<file path="src/include/rct_pkg.sv">
package rct_pkg;

  // ----------------------------------------------------------------
  // Register offsets (byte addresses)
  // ----------------------------------------------------------------
  localparam logic [7:0] RCT_OFF_CTRL       = 8'hC8;
  localparam logic [7:0] RCT_OFF_CLK_SEL    = 8'hC9;
  localparam logic [7:0] RCT_OFF_RELOAD_LO  = 8'hCA;
  localparam logic [7:0] RCT_OFF_RELOAD_HI  = 8'hCB;
  localparam logic [7:0] RCT_OFF_COUNT_LO   = 8'hCC;
  localparam logic [7:0] RCT_OFF_COUNT_HI   = 8'hCD;

  // ----------------------------------------------------------------
  // Control register fields
  // ----------------------------------------------------------------
  localparam int RCT_BIT_HIGH_OVF   = 7;
  localparam int RCT_BIT_LOW_OVF    = 6;
  localparam int RCT_BIT_LOW_IRQ_EN = 5;
  localparam int RCT_BIT_CAPTURE_EN = 4;
  localparam int RCT_BIT_SPLIT      = 3;
  localparam int RCT_BIT_RUN        = 2;
  localparam int RCT_BIT_CAP_SRC    = 1;
  localparam int RCT_BIT_EXT_CLK    = 0;

  // Clock select register fields
  localparam int RCT_BIT_HI_SYSTEM_CLOCK  = 1;
  localparam int RCT_BIT_LO_SYSTEM_CLOCK  = 0;

  // ----------------------------------------------------------------
  // Reset values and timing
  // ----------------------------------------------------------------
  localparam logic [7:0] RCT_RST_BYTE     = 8'h00;
  localparam int         RCT_SYS_DIV      = 12;
  localparam int         RCT_EXT_DIV      = 8;
  localparam logic [3:0] RCT_SYS_DIV_LAST = 4'(RCT_SYS_DIV - 1);
  localparam logic [2:0] RCT_EXT_DIV_LAST = 3'(RCT_EXT_DIV - 1);
  localparam logic [7:0] RCT_BYTE_MAX     = 8'hFF;

endpackage

</file>
<file path="src/core/rct_timer.sv">
`timescale 1ns/1ps
// Summary of operation
// - Unsplit, no capture: 16-bit count, reload on wrap, set high overflow flag.
// - 16-bit auto-reload: interrupt request on every overflow when enabled.
// - 16-bit: low-byte wrap also requests interrupt if low irq enable set.
// - Split, no capture: two 8-bit timers, each reloads from its reload byte.
// - Run bit gates counting but not captures; in split mode only the high counter.
// - Per byte: system_clock if select set, else system_clock/12 or external/8.
// - External divided clock is synchronised to the system clock first.
// - Split: high wrap sets high flag, low wrap sets low flag.
// - Split: high overflow requests interrupt; with low enable either overflow does.
// - Hardware never clears overflow flags; software clears and inspects both.
// - Low overflow flag set on every low byte wrap, in every mode.
// - Capture source: 0 start-of-frame, 1 low-frequency oscillator falling edge.
// - Capture unsplit: 16-bit wrap count; event copies count to reload, interrupt.
// - Capture split: two 8-bit wrap counters; event copies both bytes, interrupt.
// - Split: external select applies to both bytes, system_clock select overrides.
module rct_timer
  import rct_pkg::*;
(
  // Clock and reset
  input  wire logic        i_clk,
  input  wire logic        i_rst,
  // APB slave
  input  wire logic        i_psel,
  input  wire logic        i_penable,
  input  wire logic        i_pwrite,
  input  wire logic [7:0]  i_paddr,
  input  wire logic [31:0] i_pwdata,
  input  wire logic [3:0]  i_pstrb,
  output logic [31:0]      o_prdata,
  output logic             o_pready,
  output logic             o_pslverr,
  // Timing sources
  input  wire logic        i_ext_clk,
  input  wire logic        i_usb_sof,
  input  wire logic        i_lfo_clk,
  // Interrupt controller enable and request
  input  wire logic        i_timer_irq_enable,
  output logic             o_irq_request
);

  // ----------------------------------------------------------------
  // Event conditioning
  // ----------------------------------------------------------------
  logic ext_rise;
  logic sof_rise;
  logic lfo_fall;
  logic sys_div_tick;
  logic ext_div_tick;

  rct_sync_edge u_ext_sync (
    .i_clk   (i_clk),
    .i_rst   (i_rst),
    .i_level (i_ext_clk),
    .o_rise  (ext_rise),
    .o_fall  ()
  );

  rct_sync_edge u_sof_sync (
    .i_clk   (i_clk),
    .i_rst   (i_rst),
    .i_level (i_usb_sof),
    .o_rise  (sof_rise),
    .o_fall  ()
  );

  rct_sync_edge u_lfo_sync (
    .i_clk   (i_clk),
    .i_rst   (i_rst),
    .i_level (i_lfo_clk),
    .o_rise  (),
    .o_fall  (lfo_fall)
  );

  rct_tick_gen u_ticks (
    .i_clk          (i_clk),
    .i_rst          (i_rst),
    .i_ext_rise     (ext_rise),
    .o_sys_div_tick (sys_div_tick),
    .o_ext_div_tick (ext_div_tick)
  );

  // ----------------------------------------------------------------
  // State
  // ----------------------------------------------------------------
  typedef struct packed {
    logic [7:0]  ctrl;
    logic [1:0]  clk_sel;
    logic [7:0]  reload_low_byte;
    logic [7:0]  reload_high_byte;
    logic [7:0]  count_low_byte;
    logic [7:0]  count_high_byte;
    logic [31:0] rdata;
    logic        irq_pulse;
  } rct_tm_type;

  rct_tm_type state;
  rct_tm_type next_state;

  // Control field views
  logic split_mode;
  logic capture_enable;
  logic run_control;
  logic low_irq_en;
  logic ext_sel;
  logic tick_lo;
  logic tick_hi;
  logic lo_en;
  logic hi_en;
  logic lo_wrap;
  logic hi_wrap;
  logic capture_evt;
  logic apb_access;
  logic apb_wr;
  logic wr_ctrl;

  assign split_mode     = state.ctrl[RCT_BIT_SPLIT];
  assign capture_enable = state.ctrl[RCT_BIT_CAPTURE_EN];
  assign run_control    = state.ctrl[RCT_BIT_RUN];
  assign low_irq_en     = state.ctrl[RCT_BIT_LOW_IRQ_EN];
  assign ext_sel        = state.ctrl[RCT_BIT_EXT_CLK];

  // ----------------------------------------------------------------
  // Clock selection per byte
  // ----------------------------------------------------------------
  // High byte select only matters when split; 16-bit mode uses the low select
  logic hi_system_clock;
  assign hi_system_clock = split_mode ? state.clk_sel[RCT_BIT_HI_SYSTEM_CLOCK]
                                : state.clk_sel[RCT_BIT_LO_SYSTEM_CLOCK];
  assign tick_lo = state.clk_sel[RCT_BIT_LO_SYSTEM_CLOCK] ? 1'b1
                 : (ext_sel ? ext_div_tick : sys_div_tick);
  assign tick_hi = hi_system_clock ? 1'b1
                 : (ext_sel ? ext_div_tick : sys_div_tick);

  // Split mode keeps the low counter always running
  assign lo_en = split_mode ? tick_lo : (tick_lo & run_control);
  assign hi_en = split_mode ? (tick_hi & run_control)
                            : (lo_en & (state.count_low_byte == RCT_BYTE_MAX));

  assign lo_wrap = lo_en & (state.count_low_byte == RCT_BYTE_MAX);
  assign hi_wrap = hi_en & (state.count_high_byte == RCT_BYTE_MAX);

  // Captures only act while capture mode is selected
  assign capture_evt = capture_enable &
                       (state.ctrl[RCT_BIT_CAP_SRC] ? lfo_fall : sof_rise);

  // ----------------------------------------------------------------
  // APB decode
  // ----------------------------------------------------------------
  assign apb_access = i_psel & i_penable;
  assign apb_wr     = apb_access & i_pwrite & i_pstrb[0];
  assign wr_ctrl    = apb_wr & (i_paddr == RCT_OFF_CTRL);

  logic addr_ok;
  assign addr_ok = (i_paddr == RCT_OFF_CTRL) || (i_paddr == RCT_OFF_CLK_SEL) ||
                   (i_paddr == RCT_OFF_RELOAD_LO) || (i_paddr == RCT_OFF_RELOAD_HI) ||
                   (i_paddr == RCT_OFF_COUNT_LO) || (i_paddr == RCT_OFF_COUNT_HI);

  always_comb begin
    next_state           = state;
    next_state.irq_pulse = 1'b0;

    // Software writes land first; counting below may override them
    if (apb_wr) begin
      unique case (i_paddr)
        RCT_OFF_CTRL:      next_state.ctrl             = i_pwdata[7:0];
        RCT_OFF_CLK_SEL:   next_state.clk_sel          = i_pwdata[1:0];
        RCT_OFF_RELOAD_LO: next_state.reload_low_byte  = i_pwdata[7:0];
        RCT_OFF_RELOAD_HI: next_state.reload_high_byte = i_pwdata[7:0];
        RCT_OFF_COUNT_LO:  next_state.count_low_byte   = i_pwdata[7:0];
        RCT_OFF_COUNT_HI:  next_state.count_high_byte  = i_pwdata[7:0];
        default: ;
      endcase
    end

    // Low counter
    if (lo_en) begin
      next_state.count_low_byte = state.count_low_byte + 8'h01;
      if (lo_wrap & split_mode & ~capture_enable) begin
        next_state.count_low_byte = state.reload_low_byte;
      end
    end

    // High counter
    if (hi_en) begin
      next_state.count_high_byte = state.count_high_byte + 8'h01;
      if (hi_wrap & split_mode & ~capture_enable) begin
        next_state.count_high_byte = state.reload_high_byte;
      end
    end

    // 16-bit wrap reloads both bytes
    if (hi_wrap & ~split_mode & ~capture_enable) begin
      next_state.count_low_byte  = state.reload_low_byte;
      next_state.count_high_byte = state.reload_high_byte;
    end

    // Flags: set wins over a software clear in the same cycle
    if (hi_wrap) begin
      next_state.ctrl[RCT_BIT_HIGH_OVF] = 1'b1;
    end
    if (lo_wrap) begin
      next_state.ctrl[RCT_BIT_LOW_OVF] = 1'b1;
    end

    // Capture takes the count before this cycle's increment
    if (capture_evt) begin
      next_state.reload_low_byte  = state.count_low_byte;
      next_state.reload_high_byte = state.count_high_byte;
    end

    // Interrupt request pulse
    if (i_timer_irq_enable) begin
      if (hi_wrap | (lo_wrap & low_irq_en) | capture_evt) begin
        next_state.irq_pulse = 1'b1;
      end
    end

    // Read data captured in the setup cycle
    next_state.rdata = '0;
    if (i_psel & ~i_penable & ~i_pwrite) begin
      unique case (i_paddr)
        RCT_OFF_CTRL:      next_state.rdata[7:0] = state.ctrl;
        RCT_OFF_CLK_SEL:   next_state.rdata[1:0] = state.clk_sel;
        RCT_OFF_RELOAD_LO: next_state.rdata[7:0] = state.reload_low_byte;
        RCT_OFF_RELOAD_HI: next_state.rdata[7:0] = state.reload_high_byte;
        RCT_OFF_COUNT_LO:  next_state.rdata[7:0] = state.count_low_byte;
        RCT_OFF_COUNT_HI:  next_state.rdata[7:0] = state.count_high_byte;
        default: ;
      endcase
    end
  end

  always_ff @(posedge i_clk or posedge i_rst) begin
    if (i_rst) begin
      state                  <= '0;
      state.ctrl             <= RCT_RST_BYTE;
      state.reload_low_byte  <= RCT_RST_BYTE;
      state.reload_high_byte <= RCT_RST_BYTE;
      state.count_low_byte   <= RCT_RST_BYTE;
      state.count_high_byte  <= RCT_RST_BYTE;
    end else begin
      state <= next_state;
    end
  end

  // ----------------------------------------------------------------
  // Outputs
  // ----------------------------------------------------------------
  // Zero wait states; wr_ctrl kept for readability of the write path
  assign o_pready      = 1'b1;
  assign o_pslverr     = apb_access & ~addr_ok & ~wr_ctrl;
  assign o_prdata      = state.rdata;
  assign o_irq_request = state.irq_pulse;

endmodule

</file>
<file path="src/core/rct_sync_edge.sv">
`timescale 1ns/1ps
module rct_sync_edge
  import rct_pkg::*;
(
  // Clock and reset
  input  wire logic i_clk,
  input  wire logic i_rst,
  // Asynchronous level
  input  wire logic i_level,
  // Synchronous results
  output logic      o_rise,
  output logic      o_fall
);

  // ----------------------------------------------------------------
  // State
  // ----------------------------------------------------------------
  typedef struct packed {
    logic meta;
    logic sync;
    logic prev;
  } rct_se_type;

  rct_se_type state;
  rct_se_type next_state;

  // First stage feeds only the second stage
  always_comb begin
    next_state      = state;
    next_state.meta = i_level;
    next_state.sync = state.meta;
    next_state.prev = state.sync;
  end

  always_ff @(posedge i_clk or posedge i_rst) begin
    if (i_rst) begin
      state <= '0;
    end else begin
      state <= next_state;
    end
  end

  // Single-cycle edge pulses
  assign o_rise = state.sync & ~state.prev;
  assign o_fall = ~state.sync & state.prev;

endmodule

</file>
<file path="src/core/rct_tick_gen.sv">
`timescale 1ns/1ps
module rct_tick_gen
  import rct_pkg::*;
(
  // Clock and reset
  input  wire logic i_clk,
  input  wire logic i_rst,
  // Synchronised external clock rising edge
  input  wire logic i_ext_rise,
  // Enable pulses
  output logic      o_sys_div_tick,
  output logic      o_ext_div_tick
);

  // ----------------------------------------------------------------
  // State
  // ----------------------------------------------------------------
  typedef struct packed {
    logic [3:0] sys_cnt;
    logic [2:0] ext_cnt;
  } rct_tg_type;

  rct_tg_type state;
  rct_tg_type next_state;

  always_comb begin
    next_state = state;
    if (state.sys_cnt == RCT_SYS_DIV_LAST) begin
      next_state.sys_cnt = '0;
    end else begin
      next_state.sys_cnt = state.sys_cnt + 4'h1;
    end
    if (i_ext_rise) begin
      next_state.ext_cnt = state.ext_cnt + 3'h1;
    end
  end

  always_ff @(posedge i_clk or posedge i_rst) begin
    if (i_rst) begin
      state <= '0;
    end else begin
      state <= next_state;
    end
  end

  assign o_sys_div_tick = (state.sys_cnt == RCT_SYS_DIV_LAST);
  assign o_ext_div_tick = i_ext_rise & (state.ext_cnt == RCT_EXT_DIV_LAST);

endmodule

</file>
<file path="config.mk">
export PLATFORM = sky130hd
export DESIGN_NAME = rct_timer
export DESIGN_NICKNAME = d
export VERILOG_FILES = /design/src/include/rct_pkg.sv /design/src/core/rct_timer.sv /design/src/core/rct_sync_edge.sv /design/src/core/rct_tick_gen.sv
export SDC_FILE = /design/constraint.sdc
export NUM_CORES = 1
export LEC_CHECK = 0
export BUFFER_PORTS_ARGS = -buffer_cell sky130_fd_sc_hd__buf_4
export CAP_MARGIN = 30
export CORE_UTILIZATION = 40
export CTS_CLUSTER_SIZE = 30
export DETAILED_ROUTE_END_ITERATION = 8
export HOLD_SLACK_MARGIN = 0.08
export PLACE_DENSITY = 0.64
export SYNTH_ARGS = -nofsm -noshare
export SYNTH_HDL_FRONTEND = slang
export SYNTH_SLANG_ARGS = --single-unit
export TNS_END_PERCENT = 100
</file>
<file path="constraint.sdc">
create_clock -name i_clk -period 4.9 [get_ports i_clk]
set_input_delay 0.735 -clock i_clk [delete_from_list [all_inputs] [get_ports i_clk]]
set_output_delay 0.735 -clock i_clk [all_outputs]
set_load 0.05 [all_outputs]
</file>
Word level (Yosys, flattened, before mapping)
Cells that the tools add are included.

Output and inout bits: 35. Word-level logic and storage cells: 122. Bits in registers: 67. Bits of input ports: 53.

Bitwise logic cells: 35. Equal/unequal tests: 10. Mux-type cells: 28. Add/subtract/negate cells: 4. Reduce and logical (&&, ||, !) cells: 24.

Operators with widths (number): $mux W8 (10); $eq A8 B8 Y1 const B (8); $mux W42 (1); $mux W16 (2); $pmux W6 S5 (1); $and A1 B1 Y1 (24); $add A8 B1 Y8 const B (2); $reduce_and A2 Y1 (8); $reduce_bool A2 Y1 (7); $pmux W2 S6 (1); $reduce_bool A3 Y1 (4); $mux W1 (11); $not A1 Y1 (9); $logic_or A1 B1 Y1 (5); $add A4 B1 Y4 const B (1); $eq A4 B4 Y1 const B (1); $mux W4 (1); $add A3 B1 Y3 const B (1); $eq A3 B3 Y1 const B (1); $mux W2 (1); $or A1 B1 Y1 (2).

Logic depth before layout (Yosys ltp)
Gate-level depths: netlist of the first run.

Word-level depth: 15. Depth in mapped cells: 8. Mapped depth without buffers: 7.

By module
From an unflattened synthesis of the first run, not the netlist that was laid out.

Cell total of the unflattened synthesis: 419. Area total of the unflattened synthesis: 4107.7 um2.

By module, submodules not included: rct_timer (cells an instance 377, times used 1, sequential area each 1276.2 um2, area an instance 3504.6 um2); rct_tick_gen (cells an instance 24, times used 1, sequential area each 175.2 um2, area an instance 321.6 um2); rct_sync_edge (cells an instance 6, times used 3, sequential area each 75.1 um2, area an instance 93.8 um2).

Least setup slack after synthesis of the first run
No wires, ideal clock.

Path kind: in2out. From: in i_paddr[4]. To: out o_pslverr. Data arrival time: 1908 ps. Path buffers: 1. Setup slack: 2257 ps. Cell stages on the path: 4. Path through: nand4bb_1 -> buf_2 -> nor2_1 -> a21oi_1.

Cells in the longest elaborated chain, start to end: 9.

RTL lines: start: declaration (line rct_timer.sv:28) `input wire logic [7:0] i_paddr,`; $eq A8 B8 Y1 (on tied branches) (line rct_timer.sv:153, rct_timer.sv:156); $logic_or A1 B1 Y1 (2 in series) (line rct_timer.sv:156) `assign addr_ok = (i_paddr == RCT_OFF_CTRL) || (i_paddr == RCT_OFF_CLK_SEL) ||`; $logic_or A1 B1 Y1 (2 in series) (line rct_timer.sv:157) `(i_paddr == RCT_OFF_RELOAD_LO) || (i_paddr == RCT_OFF_RELOAD_HI) ||`; $logic_or A1 B1 Y1 (line rct_timer.sv:158) `(i_paddr == RCT_OFF_COUNT_LO) || (i_paddr == RCT_OFF_COUNT_HI);`; $not A1 Y1 (line rct_timer.sv:253) `assign o_pslverr = apb_access & ~addr_ok & ~wr_ctrl;`; $and A1 B1 Y1 (line rct_timer.sv:253); $and A1 B1 Y1 * (line rct_timer.sv:253); end: declaration (line rct_timer.sv:33) `output logic o_pslverr,`.

Every way passes the cells marked *; elsewhere a longest branch is shown, timed or not.

Worst setup path after layout of the first run
Same ends and word-level chain as after synthesis.

==> results of run 1 <==
==> flip-flops by register name, summed over array words and instances (netlist names) <==
name	count
capture_enable	1
ext_sel	1
low_irq_en	1
o_irq_request	1
o_prdata	8
run_control	1
split_mode	1
state	37
u_ext_sync.next_state	2
u_ext_sync.state	1
u_lfo_sync.next_state	2
u_lfo_sync.state	1
u_sof_sync.next_state	2
u_sof_sync.state	1
u_ticks.state	7
==> cell usage after synthesis, drive strengths merged (2+ instances only) <==
cell type | count | share of area
mux2 | 12 | 0.034
a31oi | 14 | 0.026
nand3 | 18 | 0.023
ha | 5 | 0.016
inv | 10 | 0.0096
conb | 2 | 0.0019
dfrtp | 67 | 0.43
a211oi | 7 | 0.015
or2 | 2 | 0.0038
buf | 42 | 0.076
o22ai | 2 | 0.0032
a21oi | 28 | 0.036
nor2b | 3 | 0.0048
nor3 | 10 | 0.017
a22oi | 14 | 0.027
nor2 | 37 | 0.037
xnor2 | 3 | 0.0067
a221oi | 3 | 0.0083
or3 | 2 | 0.0045
nand2 | 36 | 0.036
and2 | 4 | 0.0064
clkbuf | 6 | 0.0057
xor2 | 8 | 0.018
nand4 | 4 | 0.0064
mux2i | 30 | 0.076
nand2b | 3 | 0.0048
and3 | 3 | 0.0048
o21ai | 7 | 0.0089
nor4 | 3 | 0.012
==> worst max path at each step <==
| stage | startpoint | endpoint | slack (ns) | cells past startpoint |
|---|---|---|---|---|
| 2_1_floorplan | i_paddr[4] | o_pslverr | 2.26 | 4 |
| 3_3_place_gp | i_psel | state[62]$_DFFE_PP0P_ | 2.10 | 6 |
| 3_5_place_dp | i_paddr[4] | state[62]$_DFFE_PP0P_ | 2.15 | 6 |
| 4_1_cts | i_paddr[4] | o_pslverr | 2.19 | 5 |
| 5_1_grt | i_paddr[4] | o_pslverr | 2.12 | 5 |
| 6_report | i_paddr[4] | o_pslverr | 2.18 | 5 |
==> routing by layer <==
| layer | vias up | global-route usage | wire length, microns |
|---|---|---|---|
| met2 | 113 | 0.3161 | 4312 |
| met4 | 0 | 0.06355 | 63 |
| met3 | 9 | 0.04646 | 498 |
| li1 | 1431 | - | - |
| met1 | 1441 | 0.2382 | 3880 |
| met5 | - | 0 | 0 |
==> per-stage QoR <==
step                      cells  utilization  instance area [sq um]  total power [W]
after floorplan             425            -                   4013        0.0007243
after global placement      544       0.4426                   4148        0.0007452
after detailed placement    545       0.4434                   4155        0.0007516
after CTS                   560       0.4625                   4334         0.001176
after global routing        560       0.4625                   4334         0.001212
final                       560       0.4625                   4334         0.001163
==> cells by family (layout without fill, tap and decap cells) <==
kind of cell	after synthesis	count (layout)	share of synthesized area
multiplexers	42	42	0.1109
adder cells (fa/ha/maj)	5	5	0.01593
flip-flops	67	67	0.4270
buffers and inverters	58	64	0.09114
AND/OR/NAND/NOR	134	134	0.1871
AO/OA/AOI/OAI	83	83	0.1415
other	2	25	0.001913
XOR/XNOR	11	11	0.02454
==> area by class of cell <==
cell class                 count  area [sq um]
clock buffer                  13         168.9
clock inverter                 2         10.01
fill                         913          5037
inverter                      10         37.54
multi-input combinational    300          1987
sequential                    67          1677
tap                          129         161.4
timing repair buffer          39         292.8
==> report_power, final <==
part | switching (W) | internal, W
registers | 0.0000208 | 0.000579
clock network | 0.000201 | 0.000221
logic | 0.0000942 | 0.0000471
total | 0.000316 | 0.000846
==> impl_metrics.tcl, run 1 <==
set metrics [dict create \
    status "complete, no violations" \
    antenna_cells 0 \
    min_to "u_sof_sync.next_state[0]$_DFF_PP0_" \
    cap_violations 0 \
    grt_overflow 0 \
    syn_area_sq_um 3926 \
    hold_buffers 0 \
    cts_resized 0 \
    cp-end-kind "primary output" \
    fp.dieW_microns 101.1 \
    tightest_slew_ns 0.9039 \
    num_rows 35 \
    clock_sinks 67 \
    drtAntennaViolNets 0 \
    drt_iter0_drc 202 \
    worst-r2r-cell-count 6 \
    yosysWarnings 0 \
    die_area_sq_um 10220 \
    hold_class "flop to flop" \
    r2r_end "state[35]$_DFFE_PP0P_" \
    finalHoldViolCount 0 \
    fin_crit_ns 2.724 \
    start_util 0.4190 \
    final_common_cell "dfrtp_1" \
    seq_area_frac_synth 0.4270 \
    synth-main-ff-cell "dfrtp_1" \
    syn_avg_cell_area_sq_um 9.767 \
    dp.final_hpwl_mm 6.451 \
    cts_tree "built" \
    path_delay_family "simple AND/OR/NAND/NOR gates" \
    required_ns 4.16 \
    pre_cts_ws_ns 2.153 \
    drive_gt1_frac 0.1995 \
    drt-total-wl_mm 8.755 \
    crit_path_max_incr_delay_ns 0.44 \
    ir_drop_uv 202.9 \
    holdWs_ns 0.3473 \
    grt_max_degree 68 \
    async_flop_share 1.000 \
    fin_skew_ns 0.01081 \
    min-delay-start "u_sof_sync.next_state[1]$_DFF_PP0_" \
    netlist_instances 402 \
    antenna_found_initial 0 \
    coreArea_sq_um 9371 \
    syn2layout_area_growth_pct 10.39 \
    wl_per_cell_microns 15.63 \
    dr.pass1.iters 5 \
    synth-edff-count 0 \
    io_buffers 35 \
    cts-buffers-inserted 9 \
    fin_crit_sh 0.5559 \
    fmax_ghz 0.3671 \
    start_kind "input port" \
    reg2reg_slack_ns 2.50 \
    final_cell_mix "67 x dfrtp_1, 39 x buf_4, 35 x nor2_1" \
    p_per_area_nw_per_um2 268.3 \
    rsz0062_at_grt "no" \
    via_per_inst 5.346 \
    reg2reg_from "state[33]$_DFFE_PP0P_" \
    critPathArrivalTime_ns 1.99 \
    worst_slack_ns 2.176 \
    critPathMaxFanout 5 \
    drv_slew 0 \
    gr-usage-all-layers 0.1889 \
    cts_setup_buffers 0 \
    ios 88 \
    crit_path_cell_trace "buf_4 > nand4bb_1 > nor2_1 > a21oi_1 > buf_4" \
    cts_max_path_buffers 2 \
    leakage_nw 1.952 \
    clock_latency_ns 0.35 \
    synthDistinctLibCells 60 \
    maxSlewHeadroom 0.3941 \
    clk_pin_slew_worst_paths_ns 0.06 \
    critPathKind "input port to primary output" \
    nNetsFinal 485 \
    htree_levels 3 \
    path_common_cell "buf_4" \
    critPathSlowestCell "nand4bb_1" \
    fin_tns_setup_ns 0 \
    hold_path_depth 0 \
    worst-path-buf-inv 2 \
    ctsRootBufferMaster "clkbuf_8" \
    grt_pass1_vias 2926 \
    grt_pass1_wl_mm 14.61 \
    num_vias 2994 \
    drc 0 \
    globalplace.congestion 0.9246 \
    synth-seq-cells 67 \
    setup_violations 0 \
    die_h_microns 101.1 \
]
(Power assumes the default switching activity.)
==> run 2, diff against run 1 <==
Settings changed: ABC_AREA set to 1.
Clock period 4.9 ns to 2.76 ns, I/O delays scaled along.
==> run 2 against run 1 <==
Die area rose by 4.6%; wire length rose by 20%; highest routed layer unchanged; register-to-register slack got worse by 2.0 ns; clock power rose by 95%; sequential share of layout area fell by 2.2 points; synthesized area rose by 4.7%; flip-flop and latch count did not move; synthesized cell count rose by 34%.
==> impl_metrics.tcl, run 2 <==
set metrics [dict create \
    grt_pass1_wl_mm 17.14 \
    register_area_sq_um 1677 \
    ios 88 \
    synthDistinctLibCells 45 \
    cap_violations 0 \
    start_kind "flop" \
    nNetsFinal 631 \
    setup_violations 0 \
    status "complete, no violations" \
    dp.final_hpwl_mm 8.046 \
    worst-r2r-cell-count 10 \
    p_per_area_nw_per_um2 525.7 \
    clk_pin_slew_worst_paths_ns 0.07 \
    pre_cts_ws_ns 0.5326 \
    synth-seq-cells 67 \
    ir_drop_uv 196.2 \
    maxSlewHeadroom 0.5566 \
    synthTopCellsByArea "dfrtp_1 41%, nand2_1 15%, inv_1 6.2%" \
    rsz0062_at_grt "no" \
    reg2reg_slack_ns 0.54 \
    drtAntennaViolNets 0 \
    synth-edff-count 0 \
    grt_max_degree 40 \
    io_buffers 35 \
    die_h_microns 103.4 \
    critPathKind "flop to flop" \
    num_rows 36 \
    async_flop_share 1.000 \
    final_cell_mix "169 x nand2_1, 67 x inv_1, 67 x dfrtp_1" \
    fmax_ghz 0.4496 \
    cts_max_path_buffers 2 \
    syn_avg_cell_area_sq_um 7.656 \
    drv_slew 0 \
    syn_area_sq_um 4111 \
    fp.dieW_microns 103.4 \
    r2r_end "state[48]$_DFFE_PP0P_" \
    num_vias 3575 \
    critPathArrivalTime_ns 2.47 \
    netlist_instances 537 \
    gr-usage-all-layers 0.2182 \
    reg2reg_from "u_ticks.state[0]$_DFFE_PP0P_" \
    drt-total-wl_mm 10.53 \
    drt_iter0_drc 297 \
    hold_class "input port to asynchronous set/reset pin" \
    fin_tns_setup_ns 0 \
    ys_top_cells_by_count "169 x nand2_1, 68 x inv_1, 67 x dfrtp_1" \
    wl_per_cell_microns 14.83 \
    fin_skew_ns 0.01153 \
    multi_input_area_sq_um 1933 \
    drc 0 \
    start_util 0.4168 \
    drive_gt1_frac 0.1525 \
    grt_pass1_vias 3411 \
    hold_buffers 0 \
    leakage_nw 2.342 \
    clock_latency_ns 0.35 \
    synth_area_leader_cell "dfrtp_1" \
    critPathLaunch "u_ticks.state[0]$_DFFE_PP0P_" \
    yosysWarnings 0 \
    antenna_found_initial 0 \
    cts-buffers-inserted 9 \
    tightest_slew_ns 0.6641 \
    yosysMostFrequentCell "nand2_1" \
    required_ns 3.00 \
    clock_sinks 67 \
    synth_top_area_frac 0.4078 \
    cts_setup_buffers 0 \
    cts_tree "built" \
    dr.pass1.iters 5 \
    grt_overflow 0 \
    syn2layout_area_growth_pct 11.75 \
    cp-end-kind "flop" \
    endpoint "state[48]$_DFFE_PP0P_" \
    seq_area_frac_synth 0.4078 \
    die_area_sq_um 10690 \
    worst_slack_ns 0.5358 \
    final_common_cell "nand2_1" \
    ctsRootBufferMaster "clkbuf_8" \
    top_register "state" \
    via_per_inst 5.035 \
    critPathMaxFanout 11 \
    htree_levels 3 \
    antenna_cells 0 \
    synth-main-ff-cell "dfrtp_1" \
    fin_crit_sh 0.8059 \
    cts_resized 0 \
    globalplace.congestion 0.9156 \
    coreArea_sq_um 9864 \
    fin_crit_ns 2.224 \
    fillers 982 \
    largest_reg_flops 37 \
    finalHoldViolCount 0 \
]
## run 2: final cells by class
class | instances | area share
multi-input combinational | 375 | 0.4208
sequential | 67 | 0.3649
inverter | 77 | 0.06291
clock inverter | 2 | 0.007625
clock buffer | 13 | 0.03459
timing repair buffer | 43 | 0.07298
tap | 133 | 0.03622
## run 2: worst min path at each step
stage | cells past startpoint | slack [ns] | to
floorplan | 0 | 0.33 | u_ext_sync.next_state[0]$_DFF_PP0_
detailed placement | 0 | 0.34 | u_lfo_sync.next_state[0]$_DFF_PP0_
global placement | 0 | 0.33 | u_sof_sync.next_state[0]$_DFF_PP0_
global route | 1 | 0.15 | u_sof_sync.next_state[1]$_DFF_PP0_
CTS | 1 | 0.15 | u_ext_sync.next_state[1]$_DFF_PP0_
finish | 2 | 0.16 | state[41]$_DFFE_PP0P_
## run 2: cell families after synthesis
kind of cell,share of synthesized area
AO/OA/AOI/OAI,0.1175
XOR/XNOR,0.02343
adder cells (fa/ha/maj),0.01522
buffers and inverters,0.1430
flip-flops,0.4078
multiplexers,0.007912
other,0.001827
AND/OR/NAND/NOR,0.2833
## run 2: metrics by stage
stage / total power [W] / hold WS, ns / cell area, sq um / std cells / utilization
finish: 0.002415 / 0.1636 / 4594 / 710 / 0.4658
global route: 0.002543 / 0.1507 / 4594 / 710 / 0.4658
CTS: 0.002430 / 0.1539 / 4594 / 710 / 0.4658
detailed placement: 0.001606 / 0.3372 / 4400 / 695 / 0.4461
global placement: 0.001594 / 0.3330 / 4400 / 695 / 0.4461
floorplan: 0.001509 / 0.3312 / 4198 / 560 / -
## run 2: per-layer routing
layer / wire (microns) / track usage / vias to the layer above
met1: 4766 / 0.2837 / 1662
met3: 647 / 0.04099 / 21
met4: 252 / 0.08234 / 0
met2: 4865 / 0.3617 / 142
li1: - / - / 1750
met5: 0 / 0 / -
## run 2: report_power, final
part           switching (W)  total [W]  leakage, nW  internal (W)
Combinational       0.000275   0.000418         1.38      0.000143
Sequential         0.0000966    0.00117        0.865       0.00108
Clock               0.000364   0.000825       0.0995      0.000461
Total               0.000736    0.00242         2.34       0.00168
## run 2: critical path: stages (launching register included)
cell	delay, ns
dfrtp_1	0.39
ha_1	0.21
ha_1	0.18
nand4_1	0.13
nand3_2	0.15
nand2_1	0.28
inv_1	0.26
a21oi_2	0.21
inv_1	0.16
nand2_1	0.10
nand2_1	0.05
